## src/rh_desc_pkg.sv

```systemverilog
// Constants and types for the first root hub descriptor register.
//=============================================================================
// Overview of operation
// - Bits 31..24 hold power-good wait, counted in two millisecond units.
// - Bit 12 set disables overcurrent reporting; clear lets bit 11 choose.
// - Reset loads overcurrent mode bit 11 from the per-port switching bit.
// - Bit 11 zero is collective overcurrent, one is per port, if enabled.
// - Compound-device bit 10 always reads zero.
// - Bit 9 zero means switched ports, one means always powered.
// - Bit 8 zero gangs port power, one powers ports individually.
// - With bit 8 set, masked ports obey per-port commands only, unmasked ones global only.
// - Bits 1..0 are a read-only downstream port count, at most two.
// - Read with command 12 hex, write with command 92 hex.
// - Access is always a full 32-bit doubleword.
// - Writes are accepted only while the clock enable i_ce is high.
package rh_desc_pkg;

  //===========================================================================
  // Command codes and field positions.
  localparam logic [7:0] CMD_READ = 8'h12;
  localparam logic [7:0] CMD_WRITE = 8'h92;
  localparam int WAIT_LSB = 24;
  localparam int OC_OFF_BIT = 12;
  localparam int OC_MODE_BIT = 11;
  localparam int COMPOUND_BIT = 10;
  localparam int ALWAYS_ON_BIT = 9;
  localparam int PER_PORT_BIT = 8;
  localparam int PORT_COUNT_LSB = 0;
  localparam int NUM_PORTS = 2;

  //===========================================================================
  // Implementation-specific reset values.
  localparam logic [7:0] WAIT_RESET = 8'h32;
  localparam logic OC_OFF_RESET = 1'b0;
  localparam logic ALWAYS_ON_RESET = 1'b0;
  localparam logic PER_PORT_RESET = 1'b1;
  localparam logic [1:0] PORT_COUNT_VALUE = 2'h2;

  //===========================================================================
  // Carriers.
  typedef struct packed {
    logic [7:0] power_good_wait_time;
    logic overcurrent_report_disable;
    logic overcurrent_per_port_select;
    logic power_switching_absent;
    logic per_port_switching_select;
  } desc_fields_t;

  typedef struct packed {
    logic global_on;
    logic global_off;
    logic [NUM_PORTS-1:0] port_on;
    logic [NUM_PORTS-1:0] port_off;
  } power_cmd_t;

endpackage

```

## src/port_power_cell.sv

```systemverilog
// Power state of one downstream port.
`timescale 1ns/1ps
module port_power_cell
(
  // Clock and reset.
  input wire logic i_clk,
  input wire logic i_reset,
  input wire logic i_ce,
  // Mode and commands.
  input wire logic i_always_on,
  input wire logic i_individual,
  input wire logic i_mask,
  input wire logic i_global_on,
  input wire logic i_global_off,
  input wire logic i_port_on,
  input wire logic i_port_off,
  // Result.
  output logic o_power
);

  logic power_reg;
  logic use_port;

  assign use_port = i_individual && i_mask;

  //===========================================================================
  // Port power state.
  always_ff @(posedge i_clk)
  begin
    if (i_reset)
      power_reg <= 1'b0;
    else if (i_ce)
    begin
      if (i_always_on)
        power_reg <= 1'b1;
      else if (use_port)
      begin
        if (i_port_on)
          power_reg <= 1'b1;
        else if (i_port_off)
          power_reg <= 1'b0;
      end
      else
      begin
        if (i_global_on)
          power_reg <= 1'b1;
        else if (i_global_off)
          power_reg <= 1'b0;
      end
    end
  end

  assign o_power = power_reg;

endmodule // port_power_cell

```

## src/root_hub_descriptor_first.sv

```systemverilog
// First root hub descriptor register with port power steering.
`timescale 1ns/1ps
module root_hub_descriptor_first
(
  // Clock, reset and enable.
  input wire logic i_clk,
  input wire logic i_reset,
  input wire logic i_ce,
  // Processor command port.
  input wire logic i_cmd_valid,
  input wire logic [7:0] i_cmd_code,
  input wire logic [31:0] i_wdata,
  output logic [31:0] o_rdata,
  output logic o_rdata_valid,
  // Port power control from the rest of the hub.
  input wire logic [rh_desc_pkg::NUM_PORTS-1:0] i_port_power_mask,
  input wire rh_desc_pkg::power_cmd_t i_power_cmd,
  // Mode outputs.
  output rh_desc_pkg::desc_fields_t o_fields,
  output logic o_oc_reporting_on,
  output logic o_oc_per_port,
  output logic [rh_desc_pkg::NUM_PORTS-1:0] o_port_power
);

  rh_desc_pkg::desc_fields_t fields_reg;
  logic [31:0] rdata_reg;
  logic rdata_valid_reg;
  logic [31:0] image;
  logic wr_hit;
  logic rd_hit;

  assign wr_hit = i_ce && i_cmd_valid &&
    (i_cmd_code == rh_desc_pkg::CMD_WRITE);
  assign rd_hit = i_ce && i_cmd_valid &&
    (i_cmd_code == rh_desc_pkg::CMD_READ);

  //===========================================================================
  // Read image.
  always_comb
  begin
    image = 32'h0000_0000;
    image[rh_desc_pkg::WAIT_LSB +: 8] = fields_reg.power_good_wait_time;
    image[rh_desc_pkg::OC_OFF_BIT] = fields_reg.overcurrent_report_disable;
    image[rh_desc_pkg::OC_MODE_BIT] = fields_reg.overcurrent_per_port_select;
    image[rh_desc_pkg::COMPOUND_BIT] = 1'b0;
    image[rh_desc_pkg::ALWAYS_ON_BIT] = fields_reg.power_switching_absent;
    image[rh_desc_pkg::PER_PORT_BIT] = fields_reg.per_port_switching_select;
    image[rh_desc_pkg::PORT_COUNT_LSB +: 2] = rh_desc_pkg::PORT_COUNT_VALUE;
  end

  //===========================================================================
  // Writable fields.
  always_ff @(posedge i_clk)
  begin
    if (i_reset)
    begin
      fields_reg.power_good_wait_time <= rh_desc_pkg::WAIT_RESET;
      fields_reg.overcurrent_report_disable <= rh_desc_pkg::OC_OFF_RESET;
      fields_reg.overcurrent_per_port_select <= rh_desc_pkg::PER_PORT_RESET;
      fields_reg.power_switching_absent <= rh_desc_pkg::ALWAYS_ON_RESET;
      fields_reg.per_port_switching_select <= rh_desc_pkg::PER_PORT_RESET;
    end
    else if (wr_hit)
    begin
      fields_reg.power_good_wait_time <=
        i_wdata[rh_desc_pkg::WAIT_LSB +: 8];
      fields_reg.overcurrent_report_disable <=
        i_wdata[rh_desc_pkg::OC_OFF_BIT];
      fields_reg.overcurrent_per_port_select <=
        i_wdata[rh_desc_pkg::OC_MODE_BIT];
      fields_reg.power_switching_absent <=
        i_wdata[rh_desc_pkg::ALWAYS_ON_BIT];
      fields_reg.per_port_switching_select <=
        i_wdata[rh_desc_pkg::PER_PORT_BIT];
    end
  end

  //===========================================================================
  // Read answer.
  always_ff @(posedge i_clk)
  begin
    if (i_reset)
    begin
      rdata_reg <= 32'h0000_0000;
      rdata_valid_reg <= 1'b0;
    end
    else if (i_ce)
    begin
      rdata_valid_reg <= rd_hit;
      if (rd_hit)
        rdata_reg <= image;
    end
  end

  assign o_rdata = rdata_reg;
  assign o_rdata_valid = rdata_valid_reg;
  assign o_fields = fields_reg;

  assign o_oc_reporting_on = !fields_reg.overcurrent_report_disable;
  assign o_oc_per_port = !fields_reg.overcurrent_report_disable &&
    fields_reg.overcurrent_per_port_select;

  //===========================================================================
  // Port power cells.
  for (genvar p = 0; p < rh_desc_pkg::NUM_PORTS; p++)
  begin : g_port
    port_power_cell u_cell
    (
      .i_clk(i_clk),
      .i_reset(i_reset),
      .i_ce(i_ce),
      .i_always_on(fields_reg.power_switching_absent),
      .i_individual(fields_reg.per_port_switching_select),
      .i_mask(i_port_power_mask[p]),
      .i_global_on(i_power_cmd.global_on),
      .i_global_off(i_power_cmd.global_off),
      .i_port_on(i_power_cmd.port_on[p]),
      .i_port_off(i_power_cmd.port_off[p]),
      .o_power(o_port_power[p])
    );
  end

  //===========================================================================
  // Checks.
  property p_compound_zero;
    @(posedge i_clk) disable iff (i_reset)
    o_rdata_valid |-> (o_rdata[rh_desc_pkg::COMPOUND_BIT] == 1'b0);
  endproperty
  a_compound_zero: assert property (p_compound_zero)
    else $error("compound bit set");

  property p_port_count;
    @(posedge i_clk) disable iff (i_reset)
    o_rdata_valid |-> (o_rdata[1:0] == rh_desc_pkg::PORT_COUNT_VALUE);
  endproperty
  a_port_count: assert property (p_port_count)
    else $error("port count wrong");

  property p_reserved;
    @(posedge i_clk) disable iff (i_reset)
    o_rdata_valid |-> (o_rdata[23:13] == 11'h000 && o_rdata[7:2] == 6'h00);
  endproperty
  a_reserved: assert property (p_reserved)
    else $error("reserved set");

  property p_read_lat;
    @(posedge i_clk) disable iff (i_reset)
    rd_hit |=> o_rdata_valid;
  endproperty
  a_read_lat: assert property (p_read_lat)
    else $error("no read answer");

  property p_ignore_other;
    @(posedge i_clk) disable iff (i_reset)
    (i_ce && i_cmd_valid && !rd_hit && !wr_hit) |=>
      (!o_rdata_valid && $stable(o_fields));
  endproperty
  a_ignore_other: assert property (p_ignore_other)
    else $error("unknown command acted on");

  property p_refused;
    @(posedge i_clk) disable iff (i_reset)
    (!i_ce && i_cmd_valid) |=> ($stable(o_fields) && $stable(o_rdata));
  endproperty
  a_refused: assert property (p_refused)
    else $error("command taken while disabled");

  property p_wait_wr;
    @(posedge i_clk) disable iff (i_reset)
    wr_hit |=> (o_fields.power_good_wait_time == $past(i_wdata[31:24]));
  endproperty
  a_wait_wr: assert property (p_wait_wr)
    else $error("wait not written");

  property p_write_modes;
    @(posedge i_clk) disable iff (i_reset)
    wr_hit |=> ((o_fields.overcurrent_report_disable ==
      $past(i_wdata[rh_desc_pkg::OC_OFF_BIT])) &&
      (o_fields.power_switching_absent ==
      $past(i_wdata[rh_desc_pkg::ALWAYS_ON_BIT])));
  endproperty
  a_write_modes: assert property (p_write_modes)
    else $error("mode bits not written");

  property p_reset_oc_mode;
    @(posedge i_clk) disable iff (i_reset)
    $past(i_reset) |-> (o_fields.overcurrent_per_port_select ==
      o_fields.per_port_switching_select);
  endproperty
  a_reset_oc_mode: assert property (p_reset_oc_mode)
    else $error("overcurrent mode reset wrong");

  property p_oc_off;
    @(posedge i_clk) disable iff (i_reset)
    o_fields.overcurrent_report_disable |->
      (!o_oc_reporting_on && !o_oc_per_port);
  endproperty
  a_oc_off: assert property (p_oc_off)
    else $error("reporting not off");

  property p_oc_mode;
    @(posedge i_clk) disable iff (i_reset)
    !o_fields.overcurrent_report_disable |->
      (o_oc_per_port == o_fields.overcurrent_per_port_select);
  endproperty
  a_oc_mode: assert property (p_oc_mode)
    else $error("overcurrent mode wrong");

  property p_always_on;
    @(posedge i_clk) disable iff (i_reset)
    (i_ce && o_fields.power_switching_absent) |=> (&o_port_power);
  endproperty
  a_always_on: assert property (p_always_on)
    else $error("ports not powered");

  property p_gang;
    @(posedge i_clk) disable iff (i_reset)
    (i_ce && !o_fields.power_switching_absent &&
     !o_fields.per_port_switching_select && i_power_cmd.global_on)
      |=> (&o_port_power);
  endproperty
  a_gang: assert property (p_gang)
    else $error("gang on failed");

  property p_mask;
    @(posedge i_clk) disable iff (i_reset)
    (i_ce && !o_fields.power_switching_absent &&
     o_fields.per_port_switching_select && i_port_power_mask[0] &&
     i_power_cmd.global_on && !i_power_cmd.port_on[0] && !o_port_power[0])
      |=> !o_port_power[0];
  endproperty
  a_mask: assert property (p_mask)
    else $error("mask ignored");

endmodule // root_hub_descriptor_first

```

## config.mk

```make
export PLATFORM = sky130hd
export DESIGN_NAME = root_hub_descriptor_first
export DESIGN_NICKNAME = d
export VERILOG_FILES = /design/src/rh_desc_pkg.sv /design/src/port_power_cell.sv /design/src/root_hub_descriptor_first.sv
export SDC_FILE = /design/constraint.sdc
export NUM_CORES = 1
export LEC_CHECK = 0
export BUFFER_PORTS_ARGS = -buffer_cell sky130_fd_sc_hd__clkbuf_2
export CORE_UTILIZATION = 36
export CTS_BUF_LIST = sky130_fd_sc_hd__clkbuf_8
export CTS_CLUSTER_SIZE = 10
export DETAILED_ROUTE_END_ITERATION = 10
export PLACE_DENSITY_LB_ADDON = 0.25
export SLEW_MARGIN = 20
export SYNTH_ARGS = -nofsm -noshare
export SYNTH_HDL_FRONTEND = slang
export SYNTH_SLANG_ARGS = --single-unit
```

## constraint.sdc

```tcl
create_clock -name i_clk -period 1.5 [get_ports i_clk]
set_input_delay 0.075 -clock i_clk [delete_from_list [all_inputs] [get_ports i_clk]]
set_output_delay 0.075 -clock i_clk [all_outputs]
set_load 0.1 [all_outputs]
```

# After elaboration in Yosys (flattened, before gate mapping)
# Index checks and enable logic that the tools add are counted.
# Widths: inputs -> output; s select.
[word_totals]
ramBits = 0
latchBits = 0
output_inout_bits = 49
romBits = 0
ff_bits = 28
in_bits = 52
memories = 0
elab_cells = 35
[op_classes]
addsub = 0
n_mul = 0
eq_ne = 4
n_bitwise = 0
reduce_logical = 12
n_shift = 0
div_mod_pow = 0
magnitude_cmp = 0
mux = 10
[ops]
columns = ["cell", "n"]
rows = [
  ["$mux 1", 10],
  ["$eq 8x5->1 const B", 1],
  ["$eq 8x8->1 const B", 1],
  ["$ne 4x4->1 const B", 2],
  ["$reduce_bool 4->1", 2],
  ["$logic_and 1x1->1", 6],
  ["$reduce_and 3->1", 2],
  ["$reduce_and 2->1", 1],
  ["$logic_not 1->1", 1],
]

# Logic depth before layout (Yosys ltp)
# Gate-level depths: netlist of run 1.
[depth]
depth_word = 4
depth_mapped = 5
depth_no_buf = 3

# Modules after synthesis
# Synthesis of run 1 repeated with hierarchy kept, for this count alone.
[hier_totals]
hier_cells = 151
hier_area_um2 = 1431.4
[modules_own_cells]
columns = ["mod", "seq_area_each_um2", "cells_each", "n_inst", "area_each_um2"]
rows = [
  ["root_hub_descriptor_first", 520.5, 131, 1, 1276.2],
  ["port_power_cell", 20.0, 10, 2, 77.6],
]

# Least setup slack after synthesis of run 1
# Ideal clock, no wire load.
[synth_path]
path_kind = "flip-flop to output port"
startpoint = "reg fields_reg, in the netlist o_fields[2]"
endpoint = "out o_oc_per_port"
path_buffers = 0
t_arrival_ps = 2407
slack_ps = -982
required_ps = 1425
stages_incl_launch_ff = 2
path_cell_list = "dfxtp_1 -> nor2b_1"
[synth_between]
elab_chain_len = 1
[synth_rtl]
columns = ["element", "line_no", "rtl"]
rows = [
  ["start: declaration", "root_hub_descriptor_first.sv:25", "rh_desc_pkg::desc_fields_t fields_reg;"],
  ["$logic_and 1x1->1", "root_hub_descriptor_first.sv:100", "assign o_oc_per_port = !fields_reg.overcurrent_report_disable &&"],
  ["end: declaration", "root_hub_descriptor_first.sv:21", "output logic o_oc_per_port,"],
]
# No other way between the ends.

# Final worst setup path of run 1
[layout_path]
startpoint = "reg fields_reg, in the netlist o_fields[0]"
endpoint = "out o_fields[0] (netlist bit)"
[layout_rtl]
columns = ["element", "line_no", "rtl"]
rows = [
  ["end: declaration", "root_hub_descriptor_first.sv:19", "output rh_desc_pkg::desc_fields_t o_fields,"],
]
# No word-level cell between the ends.

==> results of run 1 <==
==> metal layers <==
metal,vias to the layer above,track usage [%]
met5,-,0
met4,0,3.989
met3,2,2.196
met2,48,27.25
met1,647,20.66
li1,711,-
==> synth_stat cells, types with 2 or more instances <==
cell	n	area share, %
buf_6	2	1.5
nor2_1	13	3.2
nor2b_1	2	0.82
nand4_1	19	7.8
nand2_1	2	0.49
nand2b_1	4	1.6
nand4bb_1	4	2.9
o31ai_1	19	9.3
mux2i_1	7	4.6
clkbuf_1	3	0.74
a21oi_1	21	6.9
buf_4	25	12
dfxtp_1	28	37
buf_2	7	2.3
inv_1	2	0.49
a211oi_1	2	0.98
a211o_1	2	1.1
a2111oi_1	2	1.3
==> registers in the layout (all words and copies together), names as in the netlist <==
name                   cells
o_rdata                   13
o_fields                  12
g_port.u_cell.o_power      2
o_rdata_valid              1
==> worst min-delay path, delay by kind of cell <==
kind | cells | cell delay, ns
and+or+nand+nor | 1 | 0.06
AOI/OAI and AO/OA | 1 | 0.06
buffers and inverters | 1 | 0.09
==> where the power goes <==
part / internal [W] / total, W / switching (W)
Clock: 0.000235 / 0.000471 / 0.000236
Sequential: 0.000748 / 0.000752 / 0.00000382
Combinational: 0.0000642 / 0.000389 / 0.000325
==> kinds of logic (layout without fill, tap and decap cells) <==
logic type	Yosys count	count (layout)	synth area share [%]
AOI/OAI and AO/OA	46	46	19.64
buffers and inverters	39	74	17.27
DFF	28	28	36.66
muxes	7	7	4.583
other	1	19	0.2453
and+or+nand+nor	51	51	21.60
==> final cells by class <==
| class | count | area, µm² | area share (%) |
|---|---|---|---|
| sequential | 28 | 561.8 | 30.80 |
| inverter | 2 | 7.507 | 0.4115 |
| clock buffer | 4 | 55.05 | 3.018 |
| multi-input combinational | 123 | 779.5 | 42.73 |
| tap | 50 | 62.56 | 3.429 |
| timing repair buffer | 68 | 357.8 | 19.62 |
==> per-stage QoR <==
| stage | util [%] | hold WS (ns) |
|---|---|---|
| after floorplan | - | 0.1518 |
| after global placement | 43.91 | 0.3274 |
| after detailed placement | 43.91 | 0.3259 |
| after CTS | 45.28 | 0.03268 |
| after global routing | 45.28 | 0.02982 |
| final | 45.28 | 0.03388 |
==> placed cells by master, fill, tap and decap left out, types with 2 or more instances in the layout <==
cell type and instances:
nor2_1 13, a2111oi_1 2, a21oi_1 21, conb_1 19
o31ai_1 19, inv_1 2, a211o_1 2, a211oi_1 2
dfxtp_1 27, nand2b_1 4, mux2i_1 7, nand4_1 19
nand4bb_1 4, nand2_1 2, buf_4 7, clkbuf_8 4
clkbuf_2 61
==> final timing paths <==
path	startpoint	end	cells past startpoint
setup / recovery	o_fields[0]$_SDFFE_PP1P_	o_fields[0]	1
hold / removal	i_wdata[12]	o_fields[3]$_SDFFE_PP0P_	3
setup reg to reg	o_fields[0]$_SDFFE_PP1P_	g_port[0].u_cell.o_power$_SDFFE_PP0P_	3
hold reg to reg	o_rdata[1]$_SDFFE_PP0P_	o_rdata[1]$_SDFFE_PP0P_	2
==> summary.md, run 1 <==
| Metric | Value |
|---|---|
| Post-CTS Setup Bufs | `0` |
| DRC viols | `0` |
| Mapped Area | `0.001529 mm²` |
| Max_slew headroom | `56.34%` |
| Met2 routed WL | `1728 µm` |
| Main synth FF type | `dfxtp_1` |
| DP Area | `0.001769 mm²` |
| Crit path buf inv count | `1` |
| Worst Tran Pin Value | `0.6550 ns` |
| CTS clk-pin slew, worst paths | `0.10 ns` |
| Share of cells above drive strength 1 | `33.78%` |
| Die width | `67.17 µm` |
| Maxcap violations | `0` |
| Core region area | `0.004029 mm²` |
| Fin area | `0.001824 mm²` |
| VDD IR max | `0.0003582 V` |
| Final setup margin | `0.1292 ns` |
| Antenna violations before repair | `0` |
| Leak | `0.8041 nW` |
| Mean post-synth cell area | `8.889 µm²` |
| Skew-Pair Late Insertion Delay | `0.27 ns` |
| DIE AREA | `0.004512 mm²` |
| Vias in the first global route | `1190` |
| Total GRT Usage | `15.84%` |
| Placed Instances | `271` |
| Crit path max-delay cell type | `clkbuf_2` |
| Met1 Routed Length | `1662 µm` |
| Worst setup SP type | `register` |
| Distinct cell type count after synthesis | `26` |
| Fin nets | `278` |
| Die Y | `67.17 µm` |
| Final period util | `91.39%` |
| CTS H-tree lvls | `1` |
| Fmax | `729.5 MHz` |
| First-pass GRT wire length | `5471 µm` |
| Yosys reg bits | `28` |
| WS Path Type | `register to primary output` |
| Hold-fix buffers, CTS | `0` |
| Final hold vios | `0` |
| Async SR Flop Fraction | `0%` |
| Largest net degree at the start of global routing | `25` |
| TritonCTS buffer count | `3` |
| Vias per cell | `5.120` |
| Critical path, cell by cell | `clkbuf_2` |
| Router iterations before antenna repair | `4` |
| Crit path max fanout | `9` |
| Ant. Diodes | `0` |
| CTS max path bufs | `2` |
| # clock sinks | `28` |
| Vias after detailed routing | `1408` |
| YS warnings | `0` |
| Initial drt markers | `70` |
| Met3 WL | `190 µm` |
| Gr ovfl total | `0` |
| Outcome | `finished clean` |
| CTS tree | `done` |
| CTS resizes | `0` |
| Area growth, synth to finish | `19.31%` |
| Worst EP arrival | `1.30 ns` |
| Dpl ws | `0.2821 ns` |
| Port Buffer Count | `61` |
| Top Family by Delay on Critical Path | `buffers and inverters` |
| Drt total wl | `3609 µm` |
| Filler cells | `431` |
| Hold/Removal Path Class | `input pin to register` |
| Final Non-Filler Cells | `275` |
| Num rows | `23` |
| Worst Skew | `0.001465 ns` |
| Ports | `101` |
| Total power | `0.001612 W` |
| Worst Path Required | `1.42 ns` |
| Starting density of the core | `37.95%` |
| Setup violations, final | `0` |
| Max layer used | `met4` |
| Min cycle time layout | `1.371 ns` |
| CTS root buffer | `clkbuf_8` |
| Total Negative Setup Slacks | `0 ns` |
| FF-to-FF setup slack | `0.29 ns` |
| Slowest stage delay, CP | `0.52 ns` |
| Placed wire-length estimate | `2555 µm` |
| EDFF count, synth | `0` |
| WL per Instance | `13.12 µm` |
| Seq/Total Area, Yosys | `36.66%` |
| Pwr Density | `883.6 mW/mm²` |
| Final Slew Violations | `0` |
| Final Wtd Congestion | `0.7792` |
| Post-route ant nets | `0` |
| RSZ-0062 raised after global routing | `no` |
| CP Capture Type | `primary output` |
| Post-Synthesis Cells | `172` |
Power figures use the tool's default switching activity.
==> run 2, diff against run 1 <==
--- a/config.mk
+++ b/config.mk
@@ -7,7 +7,7 @@
 export LEC_CHECK = 0
 export BUFFER_PORTS_ARGS = -buffer_cell sky130_fd_sc_hd__clkbuf_2
 export CORE_UTILIZATION = 36
-export CTS_BUF_LIST = sky130_fd_sc_hd__clkbuf_8
+export CTS_BUF_LIST = sky130_fd_sc_hd__clkbuf_16
 export CTS_CLUSTER_SIZE = 10
 export DETAILED_ROUTE_END_ITERATION = 10
 export PLACE_DENSITY_LB_ADDON = 0.25
==> constraint.sdc (replaced) <==
create_clock -name i_clk -period 1.4 [get_ports i_clk]
set_input_delay 0.07 -clock i_clk [delete_from_list [all_inputs] [get_ports i_clk]]
set_output_delay 0.07 -clock i_clk [all_outputs]
set_load 0.1 [all_outputs]
==> summary.md, run 2 (synthesized netlist as in run 1, its figures left out) <==
| Metric | Value |
|---|---|
| Placed wire-length estimate | `2611 µm (+2.2%)` |
| Leak | `0.8198 nW (+2.0%)` |
| Most common cell after layout, fill and taps aside | `clkbuf_2` |
| Worst setup SP type | `register` |
| Final setup margin | `0.1697 ns (+0.04052 ns)` |
| FF-to-FF setup slack | `0.25 ns (-0.04 ns)` |
| Worst Path Required | `1.33 ns (-0.09 ns)` |
| Hold/Removal Path Class | `input pin to register` |
| Final period util | `87.88%` |
| CP Capture Type | `primary output` |
| Port Buffer Count | `61 (unchanged)` |
| Top Family by Delay on Critical Path | `buffers and inverters` |
| Starting density of the core | `37.95% (unchanged)` |
| Final Slew Violations | `0 (unchanged)` |
| Max_slew headroom | `56.89% (+0.55 points)` |
| Vias in the first global route | `1181 (-0.76%)` |
| First-pass GRT wire length | `5582 µm (+2.0%)` |
| Antenna violations before repair | `0 (unchanged)` |
| Total power | `0.001867 W (+16%)` |
| CTS tree | `done` |
| Initial drt markers | `87 (+24%)` |
| Fmax | `812.8 MHz` |
| Crit path max fanout | `7 (-2)` |
| Worst Skew | `0.001568 ns (+0.0001035 ns)` |
| Slowest stage delay, CP | `0.44 ns (-0.08 ns)` |
| CTS max path bufs | `2 (unchanged)` |
| Pwr Density | `1002 mW/mm² (+13%)` |
| CTS clk-pin slew, worst paths | `0.07 ns (-0.03 ns)` |
| Total GRT Usage | `15.89% (+0.048 points)` |
| Ant. Diodes | `0 (unchanged)` |
| Crit path max-delay cell type | `dfxtp_1` |
| Die width | `67.17 µm (unchanged)` |
| Share of cells above drive strength 1 | `33.63% (-0.15 points)` |
| Post-CTS Setup Bufs | `0 (unchanged)` |
| DP Area | `0.001784 mm² (+0.85%)` |
| Dpl ws | `0.2074 ns (-0.07472 ns)` |
| Worst Tran Pin Value | `0.6467 ns (-0.008241 ns)` |
| Vias per cell | `5.112 (-0.15%)` |
| Final hold vios | `0 (unchanged)` |
| Router iterations before antenna repair | `4 (unchanged)` |
| Die Y | `67.17 µm (unchanged)` |
| Core region area | `0.004029 mm² (unchanged)` |
| Most frequent cells in the layout | `clkbuf_2 (58), dfxtp_1 (27), a21oi_1 (21)` |
| Min cycle time layout | `1.230 ns` |
| WS Path Type | `register to primary output` |
| Register area | `561.8 µm² (unchanged)` |
| Final Wtd Congestion | `0.8140 (+4.5%)` |
| Ports | `101 (unchanged)` |
| Outcome | `finished clean` |
| Maxcap violations | `0 (unchanged)` |
| TritonCTS buffer count | `3 (unchanged)` |
| Hold-fix buffers, CTS | `0 (unchanged)` |
| Post-route ant nets | `0 (unchanged)` |
| Worst EP arrival | `1.16 ns (-0.14 ns)` |
| Crit path buf inv count | `2 (+1)` |
| Fin nets | `279 (+0.36%)` |
| CTS root buffer | `clkbuf_16` |
| Area growth, synth to finish | `21.85%` |
| Max FFs per register | `13 (unchanged)` |
| Gr ovfl total | `0 (unchanged)` |
| Hold Slack | `0.04746 ns (+0.01358 ns)` |
| Setup violations, final | `0 (unchanged)` |
| Area of the multi-input gates | `779.5 µm² (unchanged)` |
| DRC viols | `0 (unchanged)` |
| WL per Instance | `13.10 µm (-0.20%)` |
| Filler cells | `418 (-3.0%)` |
| Largest net degree at the start of global routing | `25 (unchanged)` |
| Num rows | `23 (unchanged)` |
| CTS resizes | `0 (unchanged)` |
| CP dominant cell by count | `buf_4` |
| Skew-Pair Late Insertion Delay | `0.26 ns (about the same)` |
| RSZ-0062 raised after global routing | `no` |
| VDD IR max | `0.0004433 V (+24%)` |
| Fin area | `0.001863 mm² (+2.1%)` |
| Critical path, cell by cell | `buf_4, buf_4` |
| Vias after detailed routing | `1411 (+0.21%)` |
| CTS H-tree lvls | `1 (unchanged)` |
| DIE AREA | `0.004512 mm² (unchanged)` |
| # clock sinks | `28 (unchanged)` |
| Drt total wl | `3615 µm (+0.17%)` |
run 2: changes by cell type in the layout (fill, tap and decap cells not counted), sizes merged:
| cell | before | now |
|---|---|---|
| buf | 7 | 11 |
| clkbuf | 65 | 61 |
| clkinv | 0 | 1 |
run 2: power by group:
part	switching [W]	total [W]	internal, W
clock network	0.000261	0.000643	0.000383
registers	0.00000428	0.000806	0.000802
logic	0.000349	0.000417	0.0000688
run 2: final cells by class:
cell class / count / share of cell area (%)
flip-flops and latches: 28 / 30.15
multi-input cells: 123 / 41.84
clock inverters: 1 / 0.2015
repair buffers: 69 / 20.01
clock buffers: 3 / 4.030
inverters: 2 / 0.4030
well taps: 50 / 3.358
run 2: routing by layer:
layer | GRT usage, % | part of all wire [%]
met1 | 22.12 | 47
met2 | 25.75 | 47
met3 | 2.534 | 6.0
met4 | 3.191 | 0
met5 | 0 | 0
run 2: final timing paths:
check                      startpoint                               endpoint  cells after the start
max          o_fields[0]$_SDFFE_PP1P_                            o_fields[0]                      2
min                       i_wdata[12]               o_fields[3]$_SDFFE_PP0P_                      3
max reg2reg  o_fields[0]$_SDFFE_PP1P_  g_port[0].u_cell.o_power$_SDFFE_PP0P_                      3
min reg2reg   o_rdata[1]$_SDFFE_PP0P_                o_rdata[1]$_SDFFE_PP0P_                      2
run 2: worst register-to-register path, cell delays in order, from the launching register on:
cell,delay (ns)
dfxtp_1,0.44
nand2_1,0.10
mux2i_1,0.13
a2111oi_1,0.37
run 2: stage by stage:
step                instances  setup TNS [ns]  util (%)
global placement          272               0     44.29
CTS                       276               0     46.24
finish                    276               0     46.24
global route              276               0     46.24
detailed placement        272               0     44.29
floorplan                 190         -0.3173         -
==> run 3, diff against run 2 <==
==> constraint.sdc (replaced) <==
create_clock -name i_clk -period 1.6 [get_ports i_clk]
set_input_delay 0.08 -clock i_clk [delete_from_list [all_inputs] [get_ports i_clk]]
set_output_delay 0.08 -clock i_clk [all_outputs]
set_load 0.05 [all_outputs]
==> summary.md, run 3 (synthesized netlist as in run 1, its figures left out) <==
| Metric | Value |
|---|---|
| Port Buffer Count | `61 (unchanged)` |
| Final cell utilization of the core | `45.75% (-0.50 points)` |
| Skew-Pair Late Insertion Delay | `0.27 ns (about the same)` |
| Vias after detailed routing | `1382 (-2.1%)` |
| CTS resizes | `0 (unchanged)` |
| Worst Skew | `0.006249 ns (+0.004680 ns)` |
| Final Slew Violations | `0 (unchanged)` |
| Reg-to-reg critical path startpoint | `o_fields[0]$_SDFFE_PP1P_` |
| WS Path Type | `register to register` |
| Starting density of the core | `37.95% (unchanged)` |
| Num rows | `23 (unchanged)` |
| CTS tree | `done` |
| CTS clk-pin slew, worst paths | `0.07 ns (about the same)` |
| Total Negative Setup Slacks | `0 ns (unchanged)` |
| VDD IR max | `0.0003684 V (-17%)` |
| Final Wtd Congestion | `0.7672 (-5.7%)` |
| Final period util | `77.53%` |
| Area growth, synth to finish | `20.54%` |
| Hold-fix buffers, CTS | `0 (unchanged)` |
| FF-to-FF End | `g_port[0].u_cell.o_power$_SDFFE_PP0P_` |
| Die width | `67.17 µm (unchanged)` |
| Worst hold path stage count | `3 (unchanged)` |
| RSZ-0062 raised after global routing | `no` |
| TritonCTS buffer count | `3 (unchanged)` |
| Post-CTS Setup Bufs | `0 (unchanged)` |
| Pwr Density | `923.3 mW/mm² (-7.9%)` |
| Vias per cell | `5.081 (-0.61%)` |
| Worst setup SP type | `register` |
| CTS max path bufs | `2 (unchanged)` |
| Ports | `101 (unchanged)` |
| Worst Tran Pin Value | `0.6684 ns (+0.02171 ns)` |
| Antenna violations before repair | `0 (unchanged)` |
| Worst Hold Launch | `i_wdata[31]` |
| Fin nets | `275 (-1.4%)` |
| FF-to-FF setup slack | `0.36 ns (+0.11 ns)` |
| Hold/Removal Path Class | `input pin to register` |
| Max_slew headroom | `55.44% (-1.4 points)` |
| Most frequent cells in the layout | `clkbuf_2 (61), dfxtp_1 (28), a21oi_1 (21)` |
| Hold Path Sink | `o_fields[11]$_SDFFE_PP0P_` |
| Die Y | `67.17 µm (unchanged)` |
| Ant. Diodes | `0 (unchanged)` |
| Crit path max-delay cell type | `dfxtp_1` |
| Share of cells above drive strength 1 | `31.98% (-1.6 points)` |
| Largest net degree at the start of global routing | `34 (+36%)` |
| CP Capture Type | `register` |
| # clock sinks | `28 (unchanged)` |
| Worst EP arrival | `1.39 ns (+0.23 ns)` |
| Placed wire-length estimate | `2540 µm (-2.7%)` |
| Max FFs per register | `13 (unchanged)` |
| Min cycle time layout | `1.240 ns` |
| Crit path max fanout | `9 (+2)` |
| Placed Instances | `268 (-1.5%)` |
| Vias in the first global route | `1168 (-1.1%)` |
| Final hold vios | `0 (unchanged)` |
| First-pass GRT wire length | `5616 µm (+0.61%)` |
| Drt total wl | `3678 µm (+1.7%)` |
| Critical path, cell by cell | `nand2_1, mux2i_1, a2111oi_1` |
| Leak | `0.7990 nW (-2.5%)` |
| Core region area | `0.004029 mm² (unchanged)` |
| WL per Instance | `13.52 µm (+3.2%)` |
| Setup violations, final | `0 (unchanged)` |
| Fmax | `806.1 MHz` |
| Gr ovfl total | `0 (unchanged)` |
| R2r worst-path depth | `3 (unchanged)` |
| DIE AREA | `0.004512 mm² (unchanged)` |
| Outcome | `finished clean` |
| DRC viols | `0 (unchanged)` |
| CTS root buffer | `clkbuf_16` |
| Worst Path Required | `1.75 ns (+0.42 ns)` |
| Slowest stage delay, CP | `0.51 ns (+0.07 ns)` |
| Router iterations before antenna repair | `4 (unchanged)` |
| Maxcap violations | `0 (unchanged)` |
| CTS H-tree lvls | `1 (unchanged)` |
| Initial drt markers | `81 (-6.9%)` |
| Most common cell after layout, fill and taps aside | `clkbuf_2` |
| Final Non-Filler Cells | `272 (-1.4%)` |
| Post-route ant nets | `0 (unchanged)` |
| Total GRT Usage | `16.26% (+0.38 points)` |
==> run 3: cell types whose count changed in the layout (fill, tap and decap cells not counted), sizes merged <==
cell | previous run | this run
buf | 11 | 4
bufinv | 0 | 1
clkinv | 1 | 0
clkbuf | 61 | 64
==> run 3: area by class of cell <==
type | instances | area, µm²
multi-input combinational | 123 | 772.0
clock buffer | 3 | 75.07
timing repair buffer | 65 | 335.3
clock inverter | 1 | 30.03
tap | 50 | 62.56
inverter | 2 | 7.507
sequential | 28 | 560.5
fill | 423 | 2186
==> run 3: how the worst max path moves through the flow <==
stage | start | slack (ns) | end | depth (start not counted)
6_report | o_fields[0]$_SDFFE_PP1P_ | 0.36 | g_port[0].u_cell.o_power$_SDFFE_PP0P_ | 3
4_1_cts | o_fields[0]$_SDFFE_PP1P_ | 0.33 | g_port[0].u_cell.o_power$_SDFFE_PP0P_ | 3
2_1_floorplan | o_fields[2]$_SDFFE_PP1P_ | 0.09 | o_oc_per_port | 1
3_5_place_dp | o_fields[0]$_SDFFE_PP1P_ | 0.34 | g_port[0].u_cell.o_power$_SDFFE_PP0P_ | 3
5_1_grt | o_fields[0]$_SDFFE_PP1P_ | 0.26 | g_port[0].u_cell.o_power$_SDFFE_PP0P_ | 3
3_3_place_gp | i_cmd_code[6] | 0.37 | o_fields[10]$_SDFFE_PP0P_ | 4
==> run 3: worst max-delay path: cells and delay by family, from the launching register on <==
kind            cells  cell delay [ns]
flops               1             0.51
compound gates      1             0.37
mux                 1             0.13
simple gates        1             0.11
==> run 3: where the power goes <==
part / switching, W / internal (W)
clock: 0.000251 / 0.000499
sequential: 0.00000362 / 0.000701
combinational: 0.000190 / 0.0000571
==> run 3: through the flow <==
stage	area, µm²	setup slack [ns]	total power, W	hold WS [ns]
4_1_cts	1843	0.3283	0.001706	0.05465
3_5_place_dp	1738	0.3360	0.0009668	0.3362
2_1_floorplan	1597	0.09296	0.0009505	0.1568
3_3_place_gp	1738	0.3694	0.0009670	0.3308
5_1_grt	1843	0.2565	0.001749	0.05668
6_report	1843	0.3595	0.001702	0.04992
==> run 3: routing by layer <==
layer | GRT usage (%) | wire [µm] | part of all wire, %
met1 | 23.86 | 1804 | 49
met2 | 24.88 | 1668 | 45
met3 | 2.703 | 183 | 5.0
met4 | 3.191 | 22 | 0.60
met5 | 0 | 0 | 0
